**src/chsi_pkg.sv**
```systemverilog
// Package with register map, flag layout and event carriers of the status and interrupt block
package chsi_pkg;

  localparam int ADDR_W = 8;
  localparam int DATA_W = 32;

  // Register byte offsets
  localparam logic [ADDR_W-1:0] OFS_PRIMARY_STATUS   = 8'h00;
  localparam logic [ADDR_W-1:0] OFS_SECONDARY_STATUS = 8'h04;
  localparam logic [ADDR_W-1:0] OFS_IRQ_MASK         = 8'h08;
  localparam logic [ADDR_W-1:0] OFS_FIFO_CONTROL     = 8'h0C;
  localparam logic [ADDR_W-1:0] OFS_RX_DATA          = 8'h10;
  localparam logic [ADDR_W-1:0] OFS_RX_DATA_ALIAS    = 8'h14;
  localparam logic [ADDR_W-1:0] OFS_TX_DATA          = 8'h18;
  localparam logic [ADDR_W-1:0] OFS_COMMAND          = 8'h1C;
  localparam logic [ADDR_W-1:0] OFS_BLOCK_LENGTH     = 8'h20;
  localparam logic [ADDR_W-1:0] OFS_BLOCK_COUNT      = 8'h24;
  localparam logic [ADDR_W-1:0] OFS_BLOCKS_LEFT      = 8'h28;
  localparam logic [ADDR_W-1:0] OFS_RESP_TIMEOUT     = 8'h2C;
  localparam logic [ADDR_W-1:0] OFS_READ_TIMEOUT     = 8'h30;

  // Primary status flag positions, shared by the mask register
  localparam int FLAG_N          = 13;
  localparam int BIT_DATA_DONE   = 0;
  localparam int BIT_BUSY_DONE   = 1;
  localparam int BIT_RESP_DONE   = 2;
  localparam int BIT_READ_TOUT   = 3;
  localparam int BIT_RESP_TOUT   = 4;
  localparam int BIT_WRITE_CRC   = 5;
  localparam int BIT_READ_CRC    = 6;
  localparam int BIT_RESP_CRC    = 7;
  localparam int BIT_TX_READY    = 8;
  localparam int BIT_RX_READY    = 9;
  localparam int BIT_DAT3_EDGE   = 10;
  localparam int BIT_XFER_DONE   = 11;
  localparam int BIT_SPARE       = 12;

  // Secondary status bit positions
  localparam int SEC_N           = 4;
  localparam int SEC_CARD_BUSY   = 0;
  localparam int SEC_TX_EMPTY    = 1;
  localparam int SEC_RX_FULL     = 2;
  localparam int SEC_CLK_STOPPED = 3;

  // FIFO control fields
  localparam int FIFO_CTL_W   = 2;
  localparam int FCTL_DIR_TX  = 0;
  localparam int FCTL_LEVEL   = 1;

  // Command register field
  localparam int CMD_W        = 1;
  localparam int CMD_BUSY_EXP = 0;

  // Thresholds in bytes: 256-bit and 512-bit chunks
  localparam int FIFO_CNT_W = 8;
  localparam logic [FIFO_CNT_W-1:0] THRESH_LOW  = 8'h20;
  localparam logic [FIFO_CNT_W-1:0] THRESH_HIGH = 8'h40;

  localparam int BLEN_W     = 12;
  localparam int BCNT_W     = 16;
  localparam int RESP_TO_W  = 8;
  localparam int READ_TO_W  = 16;

  localparam logic [FLAG_N-1:0]     MASK_RESET  = 13'h0000;
  localparam logic [BLEN_W-1:0]     BLEN_RESET  = 12'h200;
  localparam logic [BCNT_W-1:0]     BCNT_RESET  = 16'h0000;
  localparam logic [RESP_TO_W-1:0]  RTO_RESET   = 8'h00;
  localparam logic [READ_TO_W-1:0]  DTO_RESET   = 16'h0000;

  // Events and levels from the command/data engine, same clock
  typedef struct packed {
    logic respOk;
    logic cmdNoRespDone;
    logic respCrcErr;
    logic readCrcErr;
    logic writeCrcErr;
    logic waitResp;
    logic waitRead;
    logic rxByte;
    logic txByteToShift;
    logic readCrcOk;
    logic writeSendDone;
    logic xferStart;
    logic txShiftEmpty;
    logic rxShiftFull;
    logic clockStopped;
  } chsi_core_ev_s;

  // Requests to the DMA controller and FIFO
  typedef struct packed {
    logic dmaRxReq;
    logic dmaTxReq;
    logic fifoPop;
    logic fifoPush;
  } chsi_fifo_req_s;

endpackage : chsi_pkg

```
**src/chsi_sync_edge.sv**
```systemverilog
// Two-stage synchroniser with edge detection for card-side pins
`timescale 1ns/10ps
module chsi_sync_edge
(
  input  wire logic core_clk,
  input  wire logic rst_b,
  input  wire logic pinIn,
  output logic      level,
  output logic      rise,
  output logic      fall
);

  logic meta;
  logic prev;

  always_ff @(posedge core_clk)
  begin
    if (!rst_b)
    begin
      meta  <= 1'b0;
      level <= 1'b0;
    end
    else
    begin
      meta  <= pinIn;
      level <= meta;
    end
  end

  always_ff @(posedge core_clk)
  begin
    if (!rst_b)
      prev <= 1'b0;
    else
      prev <= level;
  end

  assign rise = level & ~prev;
  assign fall = ~level & prev;

endmodule : chsi_sync_edge

```
**src/chsi_timeout.sv**
```systemverilog
// Wait-time counter in memory clock ticks; zero limit waits forever
`timescale 1ns/10ps
module chsi_timeout
#(
  parameter int W = 8
)
(
  input  wire logic         core_clk,
  input  wire logic         rst_b,
  input  wire logic         waiting,
  input  wire logic         tick,
  input  wire logic [W-1:0] limit,
  output logic              expired
);

  logic [W-1:0] count;
  logic         fired;

  always_ff @(posedge core_clk)
  begin
    if (!rst_b || !waiting)
      count <= '0;
    else if (tick && count != limit)
      count <= count + 1'b1;
  end

  // One pulse per wait, none when the limit is zero
  always_ff @(posedge core_clk)
  begin
    if (!rst_b || !waiting)
    begin
      fired   <= 1'b0;
      expired <= 1'b0;
    end
    else
    begin
      expired <= 1'b0;
      if (!fired && limit != '0 && count == limit)
      begin
        fired   <= 1'b1;
        expired <= 1'b1;
      end
    end
  end

endmodule : chsi_timeout

```
**src/chsi_status_irq.sv**
```systemverilog
// Status flags, interrupt merge, DMA requests and block counting of the card host
//
// Implementation choices: the register offsets and register access over APB.
`timescale 1ns/10ps
module chsi_status_irq
(
  input  wire logic                          core_clk,
  input  wire logic                          rst_b,
  input  wire logic                          psel,
  input  wire logic                          penable,
  input  wire logic                          pwrite,
  input  wire logic [chsi_pkg::ADDR_W-1:0]   paddr,
  input  wire logic [chsi_pkg::DATA_W-1:0]   pwdata,
  output logic      [chsi_pkg::DATA_W-1:0]   prdata,
  output logic                               pready,
  output logic                               pslverr,
  input  wire chsi_pkg::chsi_core_ev_s       coreEv,
  input  wire logic [chsi_pkg::FIFO_CNT_W-1:0] fifoCount,
  input  wire logic [chsi_pkg::DATA_W-1:0]   fifoRdData,
  output logic      [chsi_pkg::DATA_W-1:0]   fifoWrData,
  output chsi_pkg::chsi_fifo_req_s           fifoReq,
  input  wire logic                          card_clock_pin,
  input  wire logic                          card_data_line0,
  input  wire logic                          card_data_line3,
  output logic                               busyExpected,
  output logic                               irq
);

  import chsi_pkg::*;

  logic [FLAG_N-1:0]     primary_status_reg;
  logic [FLAG_N-1:0]     irq_mask_reg;
  logic [FIFO_CTL_W-1:0] fifo_control_reg;
  logic [CMD_W-1:0]      command_reg;
  logic [BLEN_W-1:0]     block_length_reg;
  logic [BCNT_W-1:0]     block_count_reg;
  logic [BCNT_W-1:0]     blocks_left_counter;
  logic [RESP_TO_W-1:0]  response_timeout_reg;
  logic [READ_TO_W-1:0]  read_timeout_reg;
  logic [SEC_N-1:0]      secondary_status_reg;

  logic [FLAG_N-1:0]     setVec;
  logic [FLAG_N-1:0]     clrVec;
  logic [FLAG_N-1:0]     next_status;
  logic [BLEN_W-1:0]     byteCount;
  logic                  blocksActive;
  logic                  busyArmed;
  logic                  xferSeen;
  logic                  rxAbove;
  logic                  rxAbovePrev;
  logic                  txBelow;
  logic                  txBelowPrev;
  logic [FIFO_CNT_W-1:0] threshold;

  logic setup;
  logic wrAcc;
  logic rdAcc;
  logic mapped;
  logic cardClkRise;
  logic cardBusy;
  logic dat3Rise;
  logic dat3Fall;
  logic respTimeout;
  logic readTimeout;
  logic txMode;
  logic byteMoved;
  logic blockEnd;
  logic lastByte;
  logic rxReadyEv;
  logic txReadyEv;
  logic busyDoneEv;
  logic dataDoneEv;

  function automatic logic isMapped(input logic [ADDR_W-1:0] a);
    isMapped = a == OFS_PRIMARY_STATUS || a == OFS_SECONDARY_STATUS || a == OFS_IRQ_MASK ||
               a == OFS_FIFO_CONTROL || a == OFS_RX_DATA || a == OFS_RX_DATA_ALIAS ||
               a == OFS_TX_DATA || a == OFS_COMMAND || a == OFS_BLOCK_LENGTH ||
               a == OFS_BLOCK_COUNT || a == OFS_BLOCKS_LEFT || a == OFS_RESP_TIMEOUT ||
               a == OFS_READ_TIMEOUT;
  endfunction : isMapped

  function automatic logic isRxData(input logic [ADDR_W-1:0] a);
    isRxData = a == OFS_RX_DATA || a == OFS_RX_DATA_ALIAS;
  endfunction : isRxData

  // Card-side pins are sampled through two flip-flops
  chsi_sync_edge uClkSync
  (
    .core_clk (core_clk),
    .rst_b    (rst_b),
    .pinIn    (card_clock_pin),
    .level    (),
    .rise     (cardClkRise),
    .fall     ()
  );

  chsi_sync_edge uBusySync
  (
    .core_clk (core_clk),
    .rst_b    (rst_b),
    .pinIn    (~card_data_line0),
    .level    (cardBusy),
    .rise     (),
    .fall     ()
  );

  chsi_sync_edge uDat3Sync
  (
    .core_clk (core_clk),
    .rst_b    (rst_b),
    .pinIn    (card_data_line3),
    .level    (),
    .rise     (dat3Rise),
    .fall     (dat3Fall)
  );

  chsi_timeout #(.W(RESP_TO_W)) uRespTimeout
  (
    .core_clk (core_clk),
    .rst_b    (rst_b),
    .waiting  (coreEv.waitResp),
    .tick     (cardClkRise),
    .limit    (response_timeout_reg),
    .expired  (respTimeout)
  );

  chsi_timeout #(.W(READ_TO_W)) uReadTimeout
  (
    .core_clk (core_clk),
    .rst_b    (rst_b),
    .waiting  (coreEv.waitRead),
    .tick     (cardClkRise),
    .limit    (read_timeout_reg),
    .expired  (readTimeout)
  );

  // Bus decode
  assign setup   = psel & ~penable;
  assign wrAcc   = psel & penable & pwrite;
  assign rdAcc   = psel & penable & ~pwrite;
  assign mapped  = isMapped(paddr);
  assign pready  = 1'b1;
  assign pslverr = psel & penable & ~mapped;

  always_ff @(posedge core_clk)
  begin
    if (!rst_b)
    begin
      irq_mask_reg         <= MASK_RESET;
      fifo_control_reg     <= '0;
      command_reg          <= '0;
      block_length_reg     <= BLEN_RESET;
      block_count_reg      <= BCNT_RESET;
      response_timeout_reg <= RTO_RESET;
      read_timeout_reg     <= DTO_RESET;
    end
    else if (wrAcc)
    begin
      unique case (paddr)
        OFS_IRQ_MASK:      irq_mask_reg         <= pwdata[FLAG_N-1:0];
        OFS_FIFO_CONTROL:  fifo_control_reg     <= pwdata[FIFO_CTL_W-1:0];
        OFS_COMMAND:       command_reg          <= pwdata[CMD_W-1:0];
        OFS_BLOCK_LENGTH:  block_length_reg     <= pwdata[BLEN_W-1:0];
        OFS_BLOCK_COUNT:   block_count_reg      <= pwdata[BCNT_W-1:0];
        OFS_RESP_TIMEOUT:  response_timeout_reg <= pwdata[RESP_TO_W-1:0];
        OFS_READ_TIMEOUT:  read_timeout_reg     <= pwdata[READ_TO_W-1:0];
        default:           ;
      endcase
    end
  end

  // Read data is prepared in the setup cycle and stands through the access
  always_ff @(posedge core_clk)
  begin
    if (!rst_b)
      prdata <= '0;
    else if (setup && !pwrite)
    begin
      prdata <= '0;
      unique case (paddr)
        OFS_PRIMARY_STATUS:   prdata[FLAG_N-1:0]    <= primary_status_reg;
        OFS_SECONDARY_STATUS: prdata[SEC_N-1:0]     <= secondary_status_reg;
        OFS_IRQ_MASK:         prdata[FLAG_N-1:0]    <= irq_mask_reg;
        OFS_FIFO_CONTROL:     prdata[FIFO_CTL_W-1:0] <= fifo_control_reg;
        OFS_RX_DATA,
        OFS_RX_DATA_ALIAS:    prdata                <= fifoRdData;
        OFS_COMMAND:          prdata[CMD_W-1:0]     <= command_reg;
        OFS_BLOCK_LENGTH:     prdata[BLEN_W-1:0]    <= block_length_reg;
        OFS_BLOCK_COUNT:      prdata[BCNT_W-1:0]    <= block_count_reg;
        OFS_BLOCKS_LEFT:      prdata[BCNT_W-1:0]    <= blocks_left_counter;
        OFS_RESP_TIMEOUT:     prdata[RESP_TO_W-1:0] <= response_timeout_reg;
        OFS_READ_TIMEOUT:     prdata[READ_TO_W-1:0] <= read_timeout_reg;
        default:              ;
      endcase
    end
  end

  // Transmit data goes to the FIFO with a one-cycle push
  always_ff @(posedge core_clk)
  begin
    if (!rst_b)
      fifoWrData <= '0;
    else if (wrAcc && paddr == OFS_TX_DATA)
      fifoWrData <= pwdata;
  end

  assign busyExpected = command_reg[CMD_BUSY_EXP];
  assign txMode       = fifo_control_reg[FCTL_DIR_TX];
  assign threshold    = fifo_control_reg[FCTL_LEVEL] ? THRESH_HIGH : THRESH_LOW;

  // Threshold crossings give one event per chunk
  assign rxAbove   = ~txMode & (fifoCount > threshold);
  assign txBelow   = txMode & (fifoCount < threshold);
  assign rxReadyEv = rxAbove & ~rxAbovePrev;
  assign txReadyEv = txBelow & ~txBelowPrev;

  always_ff @(posedge core_clk)
  begin
    if (!rst_b)
    begin
      rxAbovePrev <= 1'b0;
      txBelowPrev <= 1'b0;
    end
    else
    begin
      rxAbovePrev <= rxAbove;
      txBelowPrev <= txBelow;
    end
  end

  always_ff @(posedge core_clk)
  begin
    if (!rst_b)
      fifoReq <= '0;
    else
    begin
      fifoReq.dmaRxReq <= rxReadyEv;
      fifoReq.dmaTxReq <= txReadyEv;
      fifoReq.fifoPop  <= rdAcc & isRxData(paddr);
      fifoReq.fifoPush <= wrAcc & (paddr == OFS_TX_DATA);
    end
  end

  // Byte and block counting for the transfer-done event
  assign byteMoved = txMode ? coreEv.txByteToShift : coreEv.rxByte;
  assign blockEnd  = byteMoved & (byteCount == block_length_reg - 1'b1);
  assign lastByte  = blockEnd & blocksActive & (blocks_left_counter == BCNT_W'(1));

  always_ff @(posedge core_clk)
  begin
    if (!rst_b || coreEv.xferStart)
      byteCount <= '0;
    else if (blockEnd)
      byteCount <= '0;
    else if (byteMoved)
      byteCount <= byteCount + 1'b1;
  end

  // Zero block count means open-ended transfer with no transfer-done
  always_ff @(posedge core_clk)
  begin
    if (!rst_b)
    begin
      blocks_left_counter <= '0;
      blocksActive        <= 1'b0;
    end
    else if (coreEv.xferStart)
    begin
      blocks_left_counter <= block_count_reg;
      blocksActive        <= block_count_reg != '0;
    end
    else if (blockEnd && blocksActive)
    begin
      blocks_left_counter <= blocks_left_counter - 1'b1;
      blocksActive        <= blocks_left_counter != BCNT_W'(1);
    end
  end

  // Data-done only after transfer-done and the CRC or programming phase
  always_ff @(posedge core_clk)
  begin
    if (!rst_b || coreEv.xferStart)
      xferSeen <= 1'b0;
    else if (lastByte)
      xferSeen <= 1'b1;
    else if (dataDoneEv)
      xferSeen <= 1'b0;
  end

  assign dataDoneEv = xferSeen & (txMode ? coreEv.writeSendDone & ~cardBusy
                                         : coreEv.readCrcOk);

  // Busy check armed by the end of the command when busy is expected
  always_ff @(posedge core_clk)
  begin
    if (!rst_b)
      busyArmed <= 1'b0;
    else if (busyExpected && (coreEv.respOk || coreEv.cmdNoRespDone))
      busyArmed <= 1'b1;
    else if (busyDoneEv || !busyExpected)
      busyArmed <= 1'b0;
  end

  assign busyDoneEv = busyArmed & busyExpected & ~cardBusy;

  always_comb
  begin
    setVec                = '0;
    setVec[BIT_DATA_DONE] = dataDoneEv;
    setVec[BIT_BUSY_DONE] = busyDoneEv;
    setVec[BIT_RESP_DONE] = coreEv.respOk | coreEv.cmdNoRespDone;
    setVec[BIT_READ_TOUT] = readTimeout;
    setVec[BIT_RESP_TOUT] = respTimeout;
    setVec[BIT_WRITE_CRC] = coreEv.writeCrcErr;
    setVec[BIT_READ_CRC]  = coreEv.readCrcErr;
    setVec[BIT_RESP_CRC]  = coreEv.respCrcErr;
    setVec[BIT_TX_READY]  = txReadyEv;
    setVec[BIT_RX_READY]  = rxReadyEv;
    setVec[BIT_DAT3_EDGE] = dat3Rise | dat3Fall;
    setVec[BIT_XFER_DONE] = lastByte;
  end

  always_comb
  begin
    clrVec = '0;
    // Clears what the read returned, so a flag set in the setup cycle is not lost
    if (rdAcc && paddr == OFS_PRIMARY_STATUS)
      clrVec = prdata[FLAG_N-1:0];
    if (rdAcc && isRxData(paddr))
      clrVec[BIT_RX_READY] = 1'b1;
    if (wrAcc && paddr == OFS_TX_DATA)
      clrVec[BIT_TX_READY] = 1'b1;
  end

  // Sticky flags, a set in the clearing cycle wins
  assign next_status = (primary_status_reg & ~clrVec) | setVec;

  always_ff @(posedge core_clk)
  begin
    if (!rst_b)
      primary_status_reg <= '0;
    else
      primary_status_reg <= next_status;
  end

  always_ff @(posedge core_clk)
  begin
    if (!rst_b)
      secondary_status_reg <= '0;
    else
    begin
      secondary_status_reg[SEC_CARD_BUSY]   <= cardBusy;
      secondary_status_reg[SEC_TX_EMPTY]    <= coreEv.txShiftEmpty;
      secondary_status_reg[SEC_RX_FULL]     <= coreEv.rxShiftFull;
      secondary_status_reg[SEC_CLK_STOPPED] <= coreEv.clockStopped;
    end
  end

  always_ff @(posedge core_clk)
  begin
    if (!rst_b)
      irq <= 1'b0;
    else
      irq <= |(primary_status_reg & irq_mask_reg);
  end

endmodule : chsi_status_irq

```
**config.mk**
```make
export PLATFORM = sky130hd
export DESIGN_NAME = chsi_status_irq
export DESIGN_NICKNAME = d
export VERILOG_FILES = /design/src/chsi_pkg.sv /design/src/chsi_sync_edge.sv /design/src/chsi_timeout.sv /design/src/chsi_status_irq.sv
export SDC_FILE = /design/constraint.sdc
export NUM_CORES = 1
export LEC_CHECK = 0
export BUFFER_PORTS_ARGS = -buffer_cell sky130_fd_sc_hd__clkbuf_2
export CAP_MARGIN = 20
export CORE_MARGIN = 8
export CORE_UTILIZATION = 30
export CTS_CLUSTER_DIAMETER = 200
export DETAILED_ROUTE_END_ITERATION = 12
export PLACE_DENSITY = 0.58
export SETUP_SLACK_MARGIN = 0.5
export SYNTH_ARGS = -nofsm -noshare
export SYNTH_HDL_FRONTEND = slang
export SYNTH_SLANG_ARGS = --single-unit
```
**constraint.sdc**
```tcl
create_clock -name core_clk -period 2.75 [get_ports core_clk]
set_input_delay 0.1375 -clock core_clk [delete_from_list [all_inputs] [get_ports core_clk]]
set_output_delay 0.1375 -clock core_clk [all_outputs]
set_load 0.01 [all_outputs]
```
# Yosys cells after proc, flatten, opt, wreduce, memory -nomap -nowiden

Cells that the tools add are included.

Div/mod/pow operators: 0
Bitwise operators: 38
Multiplexer cells: 24
Shifts and indexed selects: 0
Multipliers: 0
Reduce and logical (&&, ||, !) cells: 54
Order comparisons: 2
Add/subtract/negate cells: 5
Eq/ne operators: 19

Operators by type and width:

| kind                  | number |
|---|---|
| $mux 16               | 3 |
| $eq 8x6->1 const B    | 5 |
| $eq 8x5->1 const B    | 4 |
| $pmux 4 s8            | 1 |
| $reduce_bool 16->1    | 2 |
| $pmux 4 s7            | 1 |
| $and 13x13->13        | 2 |
| $and 1x1->1           | 21 |
| $logic_or 1x1->1      | 18 |
| $pmux 2 s9            | 1 |
| $add 16x1->16 const B | 1 |
| $eq 16x1->1 const B   | 1 |
| $eq 16x16->1          | 1 |
| $eq 8x4->1 const B    | 2 |
| $ne 16x1->1 const B   | 1 |
| $ne 16x16->1          | 1 |
| $sub 16x1->16 const B | 1 |
| $reduce_and 2->1      | 7 |
| $mux 13               | 1 |
| $not 13->13           | 1 |
| $or 13x12->13         | 1 |
| $reduce_or 13->1      | 1 |
| $add 12x1->12 const B | 1 |
| $eq 12x12->1          | 1 |
| other kinds (21)      | 63 |

Bits in latches: 0
Register bits after elaboration: 223
Output and inout bits: 72
Memory bits (writable): 0
Bits in read-only memories: 0
Word-level logic and storage cells: 179
Memories: 0
Bits of input ports: 103

# Depth between registers and ports, before layout

Gate-level depths: netlist of the first run.

Depth in word-level cells: 15
Gate-level depth with buffers: 10

# Hierarchy

A second synthesis of the first run with hierarchy kept.

Cells, all modules: 1313
Area, all modules: 10630.2 um^2

By module, submodules not included:

| module                       | seq. area each (um^2) | cells an instance | instances | area each (um^2) |
|---|---|---|---|---|
| chsi_status_irq              | 3743.6                | 1096              | 1         | 8699.6 |
| chsi_timeout at uReadTimeout | 360.3                 | 130               | 1         | 1069.8 |
| chsi_timeout at uRespTimeout | 200.2                 | 63                | 1         | 586.8 |
| chsi_sync_edge               | 60.1                  | 8                 | 3         | 91.3 |

# Least setup slack after synthesis of the first run

OpenSTA, ideal clock, no wires.

Kind: register to register
Start: reg blocks_left_counter[2]
End: reg blocks_left_counter[15]
Stages on the path, launching flop included: 8
Slack: 0.197 ns
Buffers on the path: 1
Period minus slack after synthesis: 2.553 ns
Data arrival time: 2.474 ns
Cells stage by stage: dfxtp_1 -> buf_6 -> or4_4 -> or4_4 -> or4b_4 -> nor4b_1 -> nand4_1 -> o211ai_1

Word-level cells in the longest chain between the ends: 3

Ends and longest elaborated chain:

| element                | line                   | text |
|---|---|---|
| start, declared        | chsi_status_irq.sv:37  | `logic [BCNT_W-1:0] blocks_left_counter;` |
| start signal, assigned | chsi_status_irq.sv:269 | `blocks_left_counter <= block_count_reg;` |
| start signal, assigned | chsi_status_irq.sv:274 | `blocks_left_counter <= blocks_left_counter - 1'b1;` |
| $sub 16x1->16          | chsi_status_irq.sv:274 |  |
| $mux 16                | chsi_status_irq.sv:272 | `else if (blockEnd && blocksActive)` |
| $mux 16                | chsi_status_irq.sv:267 | `else if (coreEv.xferStart)` |

Every way passes these cells. The select of a mux whose other input is x is not followed.
A chain may end at the register's enable or synchronous reset.

# Final worst setup path of the first run

Start: reg blocks_left_counter[3]
End: reg primary_status_reg[11]

Word-level cells in the longest chain between the ends: 3

Ends and longest elaborated chain:

| element              | line                   | text |
|---|---|---|
| $eq 16x1->1          | chsi_status_irq.sv:247 | `assign lastByte = blockEnd & blocksActive & (blocks_left_counter == BCNT_W'(1));` |
| $and 1x1->1          | chsi_status_irq.sv:247 |  |
| $or 13x12->13        | chsi_status_irq.sv:336 | `assign next_status = (primary_status_reg & ~clrVec) \| setVec;` |
| end signal, assigned | chsi_status_irq.sv:343 | `primary_status_reg <= next_status;` |
| end, declared        | chsi_status_irq.sv:31  | `logic [FLAG_N-1:0] primary_status_reg;` |

Every way passes these cells.

==> impl_metrics.csv, run 1 <==
group,metric,value,unit
run_status,status,"completed",
clock_tree,clk_pin_slew,0.06,ns
synth,synth_top_area_share,0.4169,
timing,finalSetupViolations,0,
routing,drt_iter0_drc,1007,
clock_tree,clkLatencyLatePin,0.54,ns
routing,dr.pass1.iters,5,
critical_path,r2r_start,"blocks_left_counter[3]",
synth,async_flop_share,0,
cells_and_area,layout_commonest_cell,"nand2_1",
clock_tree,cts.sinks,223,
timing,finalSetupTns,0,ns
cells_and_area,areaGrowthSynthToFinish,32.13,%
critical_path,crit_path_frequent_cell,"or4_4",
global_routing,grt.total_usage,0.1782,
timing,fmax,404.2,MHz
power,vdd_drop_max,0.4422,mV
die,coreArea,35400,µm²
critical_path,r2r_slack,0.28,ns
cells_and_area,final_cell_mix,"nand2_1, dfxtp_1, clkbuf_2, a21boi_0, nand3_1",
critical_path,cp_slowest_cell,"or4b_4",
critical_path,crit_arrival,2.94,ns
cells_and_area,antenna_cells,0,
critical_path,path_max_fanout,3,
timing,hold_viol,0,
critical_path,crit_chain,"or4_4, or4_4, or4b_4, nor3b_4, nand4_1, a21boi_1",
critical_path,r2r_end,"primary_status_reg[11]",
routing,via_per_inst,5.375,
min_path,hold_path_depth,3,
critical_path,startpoint_type,"flip-flop",
synth,synth_seq_cells,223,
global_routing,grt-ovfl-total,0,
job,drv_cap,0,
power,power.leakage,5.378,nW
power,cellPowerDensity,519.2,nW/µm²
global_routing,antenna_found_initial,0,
die,start_util,0.3025,
die,die_h,204.9,µm
synth,syn_avg_cell_area,8.326,µm²
cells_and_area,instances_no_fill,2000,
synth,synthFlopType,"dfxtp_1",
synth,yosysUniqueCellTypes,72,
routing,drt-wirelength-per-cell,19.74,µm
synth,syn-cell-area,10710,µm²
clock_tree,numCtsBuffers,26,
place,routabilityCongestion,0.9156,
clock_tree,cts_tree,"done",
critical_path,path_class,"reg -> reg",
critical_path,cp-end-kind,"flip-flop",
min_path,hold_class,"in -> reg",
global_routing,grt_pass1_vias,10290,
timing,fin_crit,2.474,ns
place,portBuffers,173,
place,hpwl,27880,µm
global_routing,grt_start_max_net_pins,76,
synth,yosysSeqAreaShare,0.4169,
synth,yosysWarningCount,0,
cells_and_area,reg_top3,"fifoWrData x32, prdata x32",
place,placed_cells,1861,
timing,tightest_slew,0.7690,ns
min_path,hold_path_end,"block_length_reg[3]",
timing,slew_violations,0,
routing,via_count,10750,
clock_tree,cts_max_path_buffers,3,
die,rows,69,
critical_path,max_stage_delay,0.54,ns
routing,drtAntennaViolNets,0,
cells_and_area,final_nets,1630,
timing,rsz0062_at_grt,"true",
die,die_area,41990,µm²
synth,synth-edff-count,0,
clock_tree,cts_root_buf,"clkbuf_16",
synth,synthTopCellsByArea,"dfxtp_1, a21boi_0, nand2_1",
routing,routed_wl,39490,µm
critical_path,cp.required,3.22,ns
timing,maxSlewHeadroom,0.4741,
timing,fin_skew,0.01079,ns
critical_path,rr_worst_depth,6,
die,die_w,204.9,µm
timing,finalCritPeriodShare,0.8998,
synth,synth_fp_nets,1397,
global_routing,grt_first_pass_wirelength,59850,µm
synth,synth_cells,1286,
cells_and_area,layout-drive-gt1-share,0.2287,
clock_tree,htreeDepth,1,
die,io_pins,175,
routing,drcViolationCount,0,
synth,yosysTopAreaCell,"dfxtp_1",
min_path,hold_start,"pwdata[3]",
-- metrics by stage --
step / cell area [µm²] / utilization / worst slack (ns) / hold WS (ns) / power [mW]
detailed placement: 12150 / 0.3432 / 0.1720 / 0.3047 / 3.732
global route: 14150 / 0.3997 / 0.2402 / 0.007491 / 7.589
floorplan: 10760 / - / 0.4112 / 0.2091 / 3.536
CTS: 13910 / 0.3929 / 0.2755 / 0.01449 / 7.401
global placement: 12150 / 0.3432 / 0.2358 / 0.3044 / 3.731
finish: 14150 / 0.3997 / 0.2757 / 0.03541 / 7.345
-- worst max-delay path by stage --
stage                      startpoint                 endpoint  slack, ns  cells after the start
3_5_place_dp   blocks_left_counter[5]                 xferSeen       0.17                      6
2_1_floorplan  blocks_left_counter[3]  blocks_left_counter[15]       0.41                      6
4_1_cts        blocks_left_counter[3]   primary_status_reg[11]       0.28                      6
3_3_place_gp   blocks_left_counter[3]                 xferSeen       0.24                      6
6_report       blocks_left_counter[3]   primary_status_reg[11]       0.28                      6
5_1_grt        blocks_left_counter[5]                 xferSeen       0.24                      6
-- Yosys cell counts, drive strengths merged (25+ instances only) --
master,instances
dfxtp,223
and3,25
a21oi,30
a21boi,119
xnor2,34
clkbuf,84
xor2,26
nand4,31
a22oi,33
nand3,87
nor2,59
nand2,234
-- repair_timing --
action,in CTS,in global routing
resized for setup,29,44
gates cloned,1,1
hold buffers,66,0
endpoints found under the setup margin,31,32
setup buffers,17,6
endpoints found under the hold margin,105,0
pin swaps,9,35
-- worst max-delay path: cells and delay by family (launching register included) --
kind,cells,cell delay [ns]
flops,1,0.34
simple gates,5,1.89
compound gates,1,0.18
-- power breakdown --
group,switching (mW),internal (mW),total [mW]
sequential,0.0277,3.26,3.28
clock,1.42,2.16,3.58
combinational,0.254,0.224,0.478
total,1.70,5.64,7.35
-- per-layer routing --
layer  part of all wire  GRT usage  up-vias  wire, µm
met5                  0          0        -         0
met2               0.46     0.2817      398     17980
met3              0.076    0.03716       86      2990
met1               0.43     0.2366     5158     17060
li1                   -          -     5108         -
met4              0.037    0.06485        0      1460
-- layout make-up --
type	instances	area (µm²)
Clock buffer	38	747.0
Clock inverter	10	131.4
Fill cell	3597	21250
Inverter	14	55.05
Multi-Input combinational cell	952	6105
Sequential cell	223	4486
Tap cell	461	576.8
Timing Repair Buffer	302	2048
-- logic make-up (layout without fill, tap and decap cells) --
group	after synthesis	after routing	synth area share
adders and majority gates	8	8	0.009348
xor gates and xnor gates	61	61	0.05118
DFF	223	223	0.4169
buffers and inverters	111	364	0.04090
AOI/OAI and AO/OA	309	309	0.2136
other	1	1	0.0003502
and+or+nand+nor	566	566	0.2609
muxes	7	7	0.006777
Power figures use the tool's default switching activity.
==> run 2: changes to the inputs <==
--- a/config.mk
+++ b/config.mk
@@ -11,7 +11,7 @@
 export CORE_UTILIZATION = 30
 export CTS_CLUSTER_DIAMETER = 200
 export DETAILED_ROUTE_END_ITERATION = 12
-export PLACE_DENSITY = 0.58
+export PLACE_DENSITY = 0.59
 export SETUP_SLACK_MARGIN = 0.5
 export SYNTH_ARGS = -nofsm -noshare
 export SYNTH_HDL_FRONTEND = slang
==> run 2 against run 1 <==
Wire length down 0.14%; sequential share of layout area is 0.088 points higher; utilization fell by 0.16 points; sequential power hardly changed; clock skew grew 0.0027 ns; non-clock buffer count is 2 lower; via count increased by 0.59%; highest routed layer unchanged.
==> impl_metrics.csv, run 2 (synthesis gave the netlist of run 1 again) <==
group,metric,value,unit
run_status,status,"completed",
timing,fmax,409.9,MHz
critical_path,path_max_fanout,3,
routing,dr.pass1.iters,8,
clock_tree,clk_pin_slew,0.06,ns
cells_and_area,reg_top3,"fifoWrData x32, prdata x32",
cells_and_area,areaGrowthSynthToFinish,31.62,%
timing,setup_ws,0.3106,ns
global_routing,grt.total_usage,0.1762,
place,portBuffers,173,
timing,hold_viol,0,
timing,rsz0062_at_grt,"true",
routing,drt-wirelength-per-cell,19.72,µm
power,cellPowerDensity,522.6,nW/µm²
timing,finalSetupViolations,0,
critical_path,crit_chain,"or4_4, or4_4, or4b_4, nor3b_4, nand4_1, a21oi_1",
cells_and_area,final_area,14090,µm²
die,die_w,204.9,µm
critical_path,rr_worst_depth,6,
routing,drt_iter0_drc,852,
routing,drcViolationCount,0,
global_routing,grt_first_pass_wirelength,59200,µm
clock_tree,cts_root_buf,"clkbuf_16",
routing,via_count,10810,
timing,slew_violations,0,
clock_tree,cts.sinks,223,
place,routabilityCongestion,0.8863,
die,die_area,41990,µm²
routing,drtAntennaViolNets,0,
critical_path,r2r_slack,0.31,ns
place,hpwl,27440,µm
die,die_h,204.9,µm
global_routing,grt_start_max_net_pins,79,
global_routing,grt_pass1_vias,10220,
die,io_pins,175,
critical_path,max_stage_delay,0.54,ns
power,vdd_drop_max,0.5568,mV
timing,fin_skew,0.01347,ns
critical_path,r2r_end,"xferSeen",
power,power.leakage,5.374,nW
critical_path,cp_slowest_cell,"or4b_4",
clock_tree,cts_max_path_buffers,3,
cells_and_area,layout-drive-gt1-share,0.2164,
timing,finalCritPeriodShare,0.8870,
global_routing,antenna_found_initial,0,
cells_and_area,instances_no_fill,2000,
min_path,hold_path_end,"prdata[8]",
timing,finalSetupTns,0,ns
die,start_util,0.3025,
die,coreArea,35400,µm²
critical_path,startpoint_type,"flip-flop",
routing,via_per_inst,5.407,
critical_path,cp.required,3.23,ns
critical_path,path_class,"reg -> reg",
timing,tightest_slew,0.7208,ns
critical_path,cp-end-kind,"flip-flop",
cells_and_area,final_nets,1629,
place,dpl_cell_area,12150,µm²
clock_tree,cts_tree,"done",
global_routing,grt-ovfl-total,0,
timing,maxSlewHeadroom,0.5070,
clock_tree,clkLatencyLatePin,0.56,ns
timing,fin_crit,2.439,ns
cells_and_area,fillers,3569,
critical_path,crit_arrival,2.92,ns
cells_and_area,layout_commonest_cell,"nand2_1",
job,drv_cap,0,
cells_and_area,antenna_cells,0,
routing,routed_wl,39430,µm
critical_path,r2r_start,"blocks_left_counter[3]",
place,pre_cts_ws,0.1967,ns
min_path,hold_class,"in -> reg",
die,rows,69,
cells_and_area,final_cell_mix,"nand2_1, dfxtp_1, clkbuf_2, a21boi_0, nand3_1",
place,placed_cells,1861,
min_path,hold_start,"fifoRdData[8]",
min_path,hold_path_depth,5,
clock_tree,htreeDepth,1,
critical_path,crit_path_frequent_cell,"or4_4",
clock_tree,numCtsBuffers,27,
## run 2: cell count changes in the layout (fill, tap and decap cells not counted), moves of 3 or more
cell	previous run	this run
clkbuf_8	3	8
nand3_2	3	0
buf_4	54	50
nor2_2	8	2
nand3_1	84	87
dlygate4sd3_1	66	71
nor2_1	49	57
buf_6	9	6
## run 2: power by group
part,internal [mW],total (mW),switching (mW),leakage [nW]
sequential,3.26,3.29,0.0288,1.81
clock,2.13,3.60,1.47,0.443
combinational,0.222,0.475,0.252,3.12
total,5.61,7.36,1.75,5.37
## run 2: what timing repair did
action	CTS	global route
pin swaps	13	21
hold endpoints to repair	121	0
hold buffers	71	0
cloned	1	1
gates resized for setup	23	26
endpoints found under the setup margin	31	31
buffers inserted	9	7
## run 2: critical path: cells and delay by family, from the launching register on
family           cells  cell delay, ns
AND/OR/NAND/NOR      5            1.87
AO/OA/AOI/OAI        1            0.16
flip-flops           1            0.34
## run 2: per-layer routing
| layer | share of wire | wire [µm] | up-vias | global-route usage |
|---|---|---|---|---|
| met2 | 0.45 | 17880 | 453 | 0.2751 |
| met3 | 0.080 | 3170 | 80 | 0.03969 |
| li1 | - | - | 5106 | - |
| met4 | 0.040 | 1593 | 0 | 0.07072 |
| met1 | 0.43 | 16790 | 5174 | 0.2323 |
| met5 | 0 | 0 | - | 0 |
## run 2: layout make-up
cell class	instances	area (µm²)	share of cell area
Tap cell	461	576.8	0.04093
Clock buffer	42	812.0	0.05762
Sequential cell	223	4481	0.3179
Clock inverter	8	90.09	0.006392
Multi-Input combinational cell	952	6047	0.4291
Timing Repair Buffer	300	2034	0.1444
Inverter	14	52.55	0.003729
## run 2: metrics by stage
step / util / power, mW / hold WS [ns]
floorplan: - / 3.536 / 0.2091
global placement: 0.3432 / 3.728 / 0.3213
detailed placement: 0.3432 / 3.730 / 0.3196
CTS: 0.3936 / 7.423 / 0.008384
global route: 0.3982 / 7.585 / 0.01067
finish: 0.3982 / 7.365 / 0.02382
## run 2: how the worst max path moves through the flow
stage          depth (start not counted)                      end                   start  slack, ns
2_1_floorplan                          6  blocks_left_counter[15]  blocks_left_counter[3]       0.41
3_3_place_gp                           6                 xferSeen  blocks_left_counter[5]       0.28
3_5_place_dp                           6                 xferSeen  blocks_left_counter[5]       0.20
4_1_cts                                6   primary_status_reg[11]  blocks_left_counter[3]       0.31
5_1_grt                               10   blocks_left_counter[2]     block_length_reg[1]       0.22
6_report                               6                 xferSeen  blocks_left_counter[3]       0.31
==> run 3: changes to the inputs <==
--- a/config.mk
+++ b/config.mk
@@ -11,7 +11,7 @@
 export CORE_UTILIZATION = 30
 export CTS_CLUSTER_DIAMETER = 200
 export DETAILED_ROUTE_END_ITERATION = 12
-export PLACE_DENSITY = 0.59
+export PLACE_DENSITY_LB_ADDON = 0.08
 export SETUP_SLACK_MARGIN = 0.5
 export SYNTH_ARGS = -nofsm -noshare
 export SYNTH_HDL_FRONTEND = slang
==> run 3 against run 2 <==
Worst setup slack better by 0.029 ns; sequential power hardly changed; final cell count is 0.30% lower; first-iteration DRC count is 3.4% lower; critical endpoint is now blocks_left_counter[14]; count of clock-buffer cells in the layout is 4 lower; fmax is 1.2% higher; clock skew is 0.0028 ns higher; power is 3.0% higher; non-clock buffer count is 4 lower.
==> impl_metrics.csv, run 3 (synthesis gave the netlist of run 1 again) <==
group,metric,value,unit
cells_and_area,areaGrowthSynthToFinish,31.94,%
critical_path,startpoint_type,"flip-flop",
critical_path,path_max_fanout,3,
timing,finalSetupTns,0,ns
cells_and_area,antenna_cells,0,
timing,finalSetupViolations,0,
global_routing,grt.total_usage,0.1950,
critical_path,cp-end-kind,"flip-flop",
die,coreArea,35400,µm²
global_routing,grt-ovfl-total,0,
job,drv_cap,0,
die,io_pins,175,
cells_and_area,layout_commonest_cell,"nand2_1",
critical_path,path_class,"reg -> reg",
die,die_w,204.9,µm
power,finalPower,7.585,mW
power,vdd_drop_max,0.4064,mV
clock_tree,cts_tree,"done",
global_routing,antenna_found_initial,1,
global_routing,grt_start_max_net_pins,79,
cells_and_area,final_cell_mix,"nand2_1, dfxtp_1, clkbuf_2, a21boi_0, nand3_1",
clock_tree,clkLatencyLatePin,0.55,ns
timing,tightest_slew,0.9154,ns
routing,drt-wirelength-per-cell,21.47,µm
cells_and_area,reg_top3,"fifoWrData x32, prdata x32",
routing,drtAntennaViolNets,0,
timing,setup_ws,0.3393,ns
place,pre_cts_ws,0.2342,ns
clock_tree,clk_pin_slew,0.06,ns
timing,finalCritPeriodShare,0.8766,
power,cellPowerDensity,536.9,nW/µm²
routing,routed_wl,42810,µm
cells_and_area,final_nets,1625,
timing,fmax,414.8,MHz
routing,dr.pass1.iters,8,
clock_tree,cts_root_buf,"clkbuf_16",
die,die_area,41990,µm²
routing,via_per_inst,5.188,
timing,slew_violations,0,
routing,drcViolationCount,0,
critical_path,crit_arrival,2.89,ns
routing,drt_iter0_drc,823,
power,power.leakage,5.416,nW
timing,fin_crit,2.411,ns
clock_tree,htreeDepth,1,
critical_path,cp.required,3.23,ns
timing,hold_viol,0,
timing,rsz0062_at_grt,"true",
clock_tree,cts_max_path_buffers,3,
place,hpwl,30770,µm
run_status,status,"completed",
die,die_h,204.9,µm
clock_tree,cts.sinks,223,
cells_and_area,final_area,14130,µm²
die,rows,69,
global_routing,grt_first_pass_wirelength,63930,µm
routing,via_count,10350,
timing,maxSlewHeadroom,0.3891,
die,start_util,0.3025,
min_path,hold_class,"in -> reg",
clock_tree,numCtsBuffers,27,
place,portBuffers,173,
place,routabilityCongestion,0.8273,
global_routing,grt_pass1_vias,10130,
cells_and_area,layout-drive-gt1-share,0.2231,
place,dpl_cell_area,12230,µm²
timing,fin_skew,0.01630,ns
[run 3: report_power, final]
part           internal, mW  switching [mW]
combinational         0.223           0.256
clock                  2.34            1.48
sequential             3.26          0.0326
total                  5.82            1.77
[run 3: what timing repair did]
| action | in CTS | in global routing |
|---|---|---|
| pin swaps | 3 | 19 |
| endpoints found under the hold margin | 85 | 0 |
| setup buffers | 6 | 7 |
| endpoints found under the setup margin | 31 | 33 |
| hold buffers | 64 | 0 |
| resized for setup | 13 | 33 |
| cloned | 0 | 1 |
[run 3: final cells by class]
| cell class | instances | area (µm²) |
|---|---|---|
| multi-input cells | 952 | 6041 |
| well taps | 461 | 576.8 |
| inverters | 14 | 52.55 |
| clock inverters | 10 | 132.6 |
| flip-flops and latches | 223 | 4478 |
| clock buffers | 38 | 817.0 |
| repair buffers | 296 | 2029 |
| fillers | 3635 | 21270 |
[run 3: per-layer routing]
| layer | global-route usage | share of wire | vias up |
|---|---|---|---|
| met4 | 0.05412 | 0.026 | 0 |
| met3 | 0.03352 | 0.051 | 66 |
| met5 | 0 | 0 | - |
| met2 | 0.3143 | 0.47 | 269 |
| met1 | 0.2645 | 0.46 | 4922 |
| li1 | - | - | 5088 |
[run 3: worst paths after layout]
kind / start / endpoint / slack, ns / depth (start not counted)
hold / removal: pwdata[11] / block_count_reg[11] / 0.01 / 3
setup / recovery: blocks_left_counter[3] / blocks_left_counter[14] / 0.34 / 7
setup reg to reg: blocks_left_counter[3] / blocks_left_counter[14] / 0.34 / 7
hold reg to reg: rxAbovePrev / fifoReq[3] / 0.41 / 1
[run 3: per-stage QoR]
step | util | hold slack, ns | cells
2_1_floorplan | - | 0.2091 | 1286
3_3_place_gp | 0.3454 | 0.3216 | 1868
3_5_place_dp | 0.3454 | 0.3189 | 1868
4_1_cts | 0.3930 | 0.002612 | 1986
5_1_grt | 0.3991 | 0.007019 | 1994
6_report | 0.3991 | 0.01374 | 1994
[run 3: critical path, cell delays in order, from the launching register on]
cell and delay, ns:
dfxtp_4 0.34, or4_4 0.51, or4_4 0.44, buf_4 0.15, or4_4 0.42, nor4b_2 0.26
nand4_1 0.12, o211ai_1 0.10
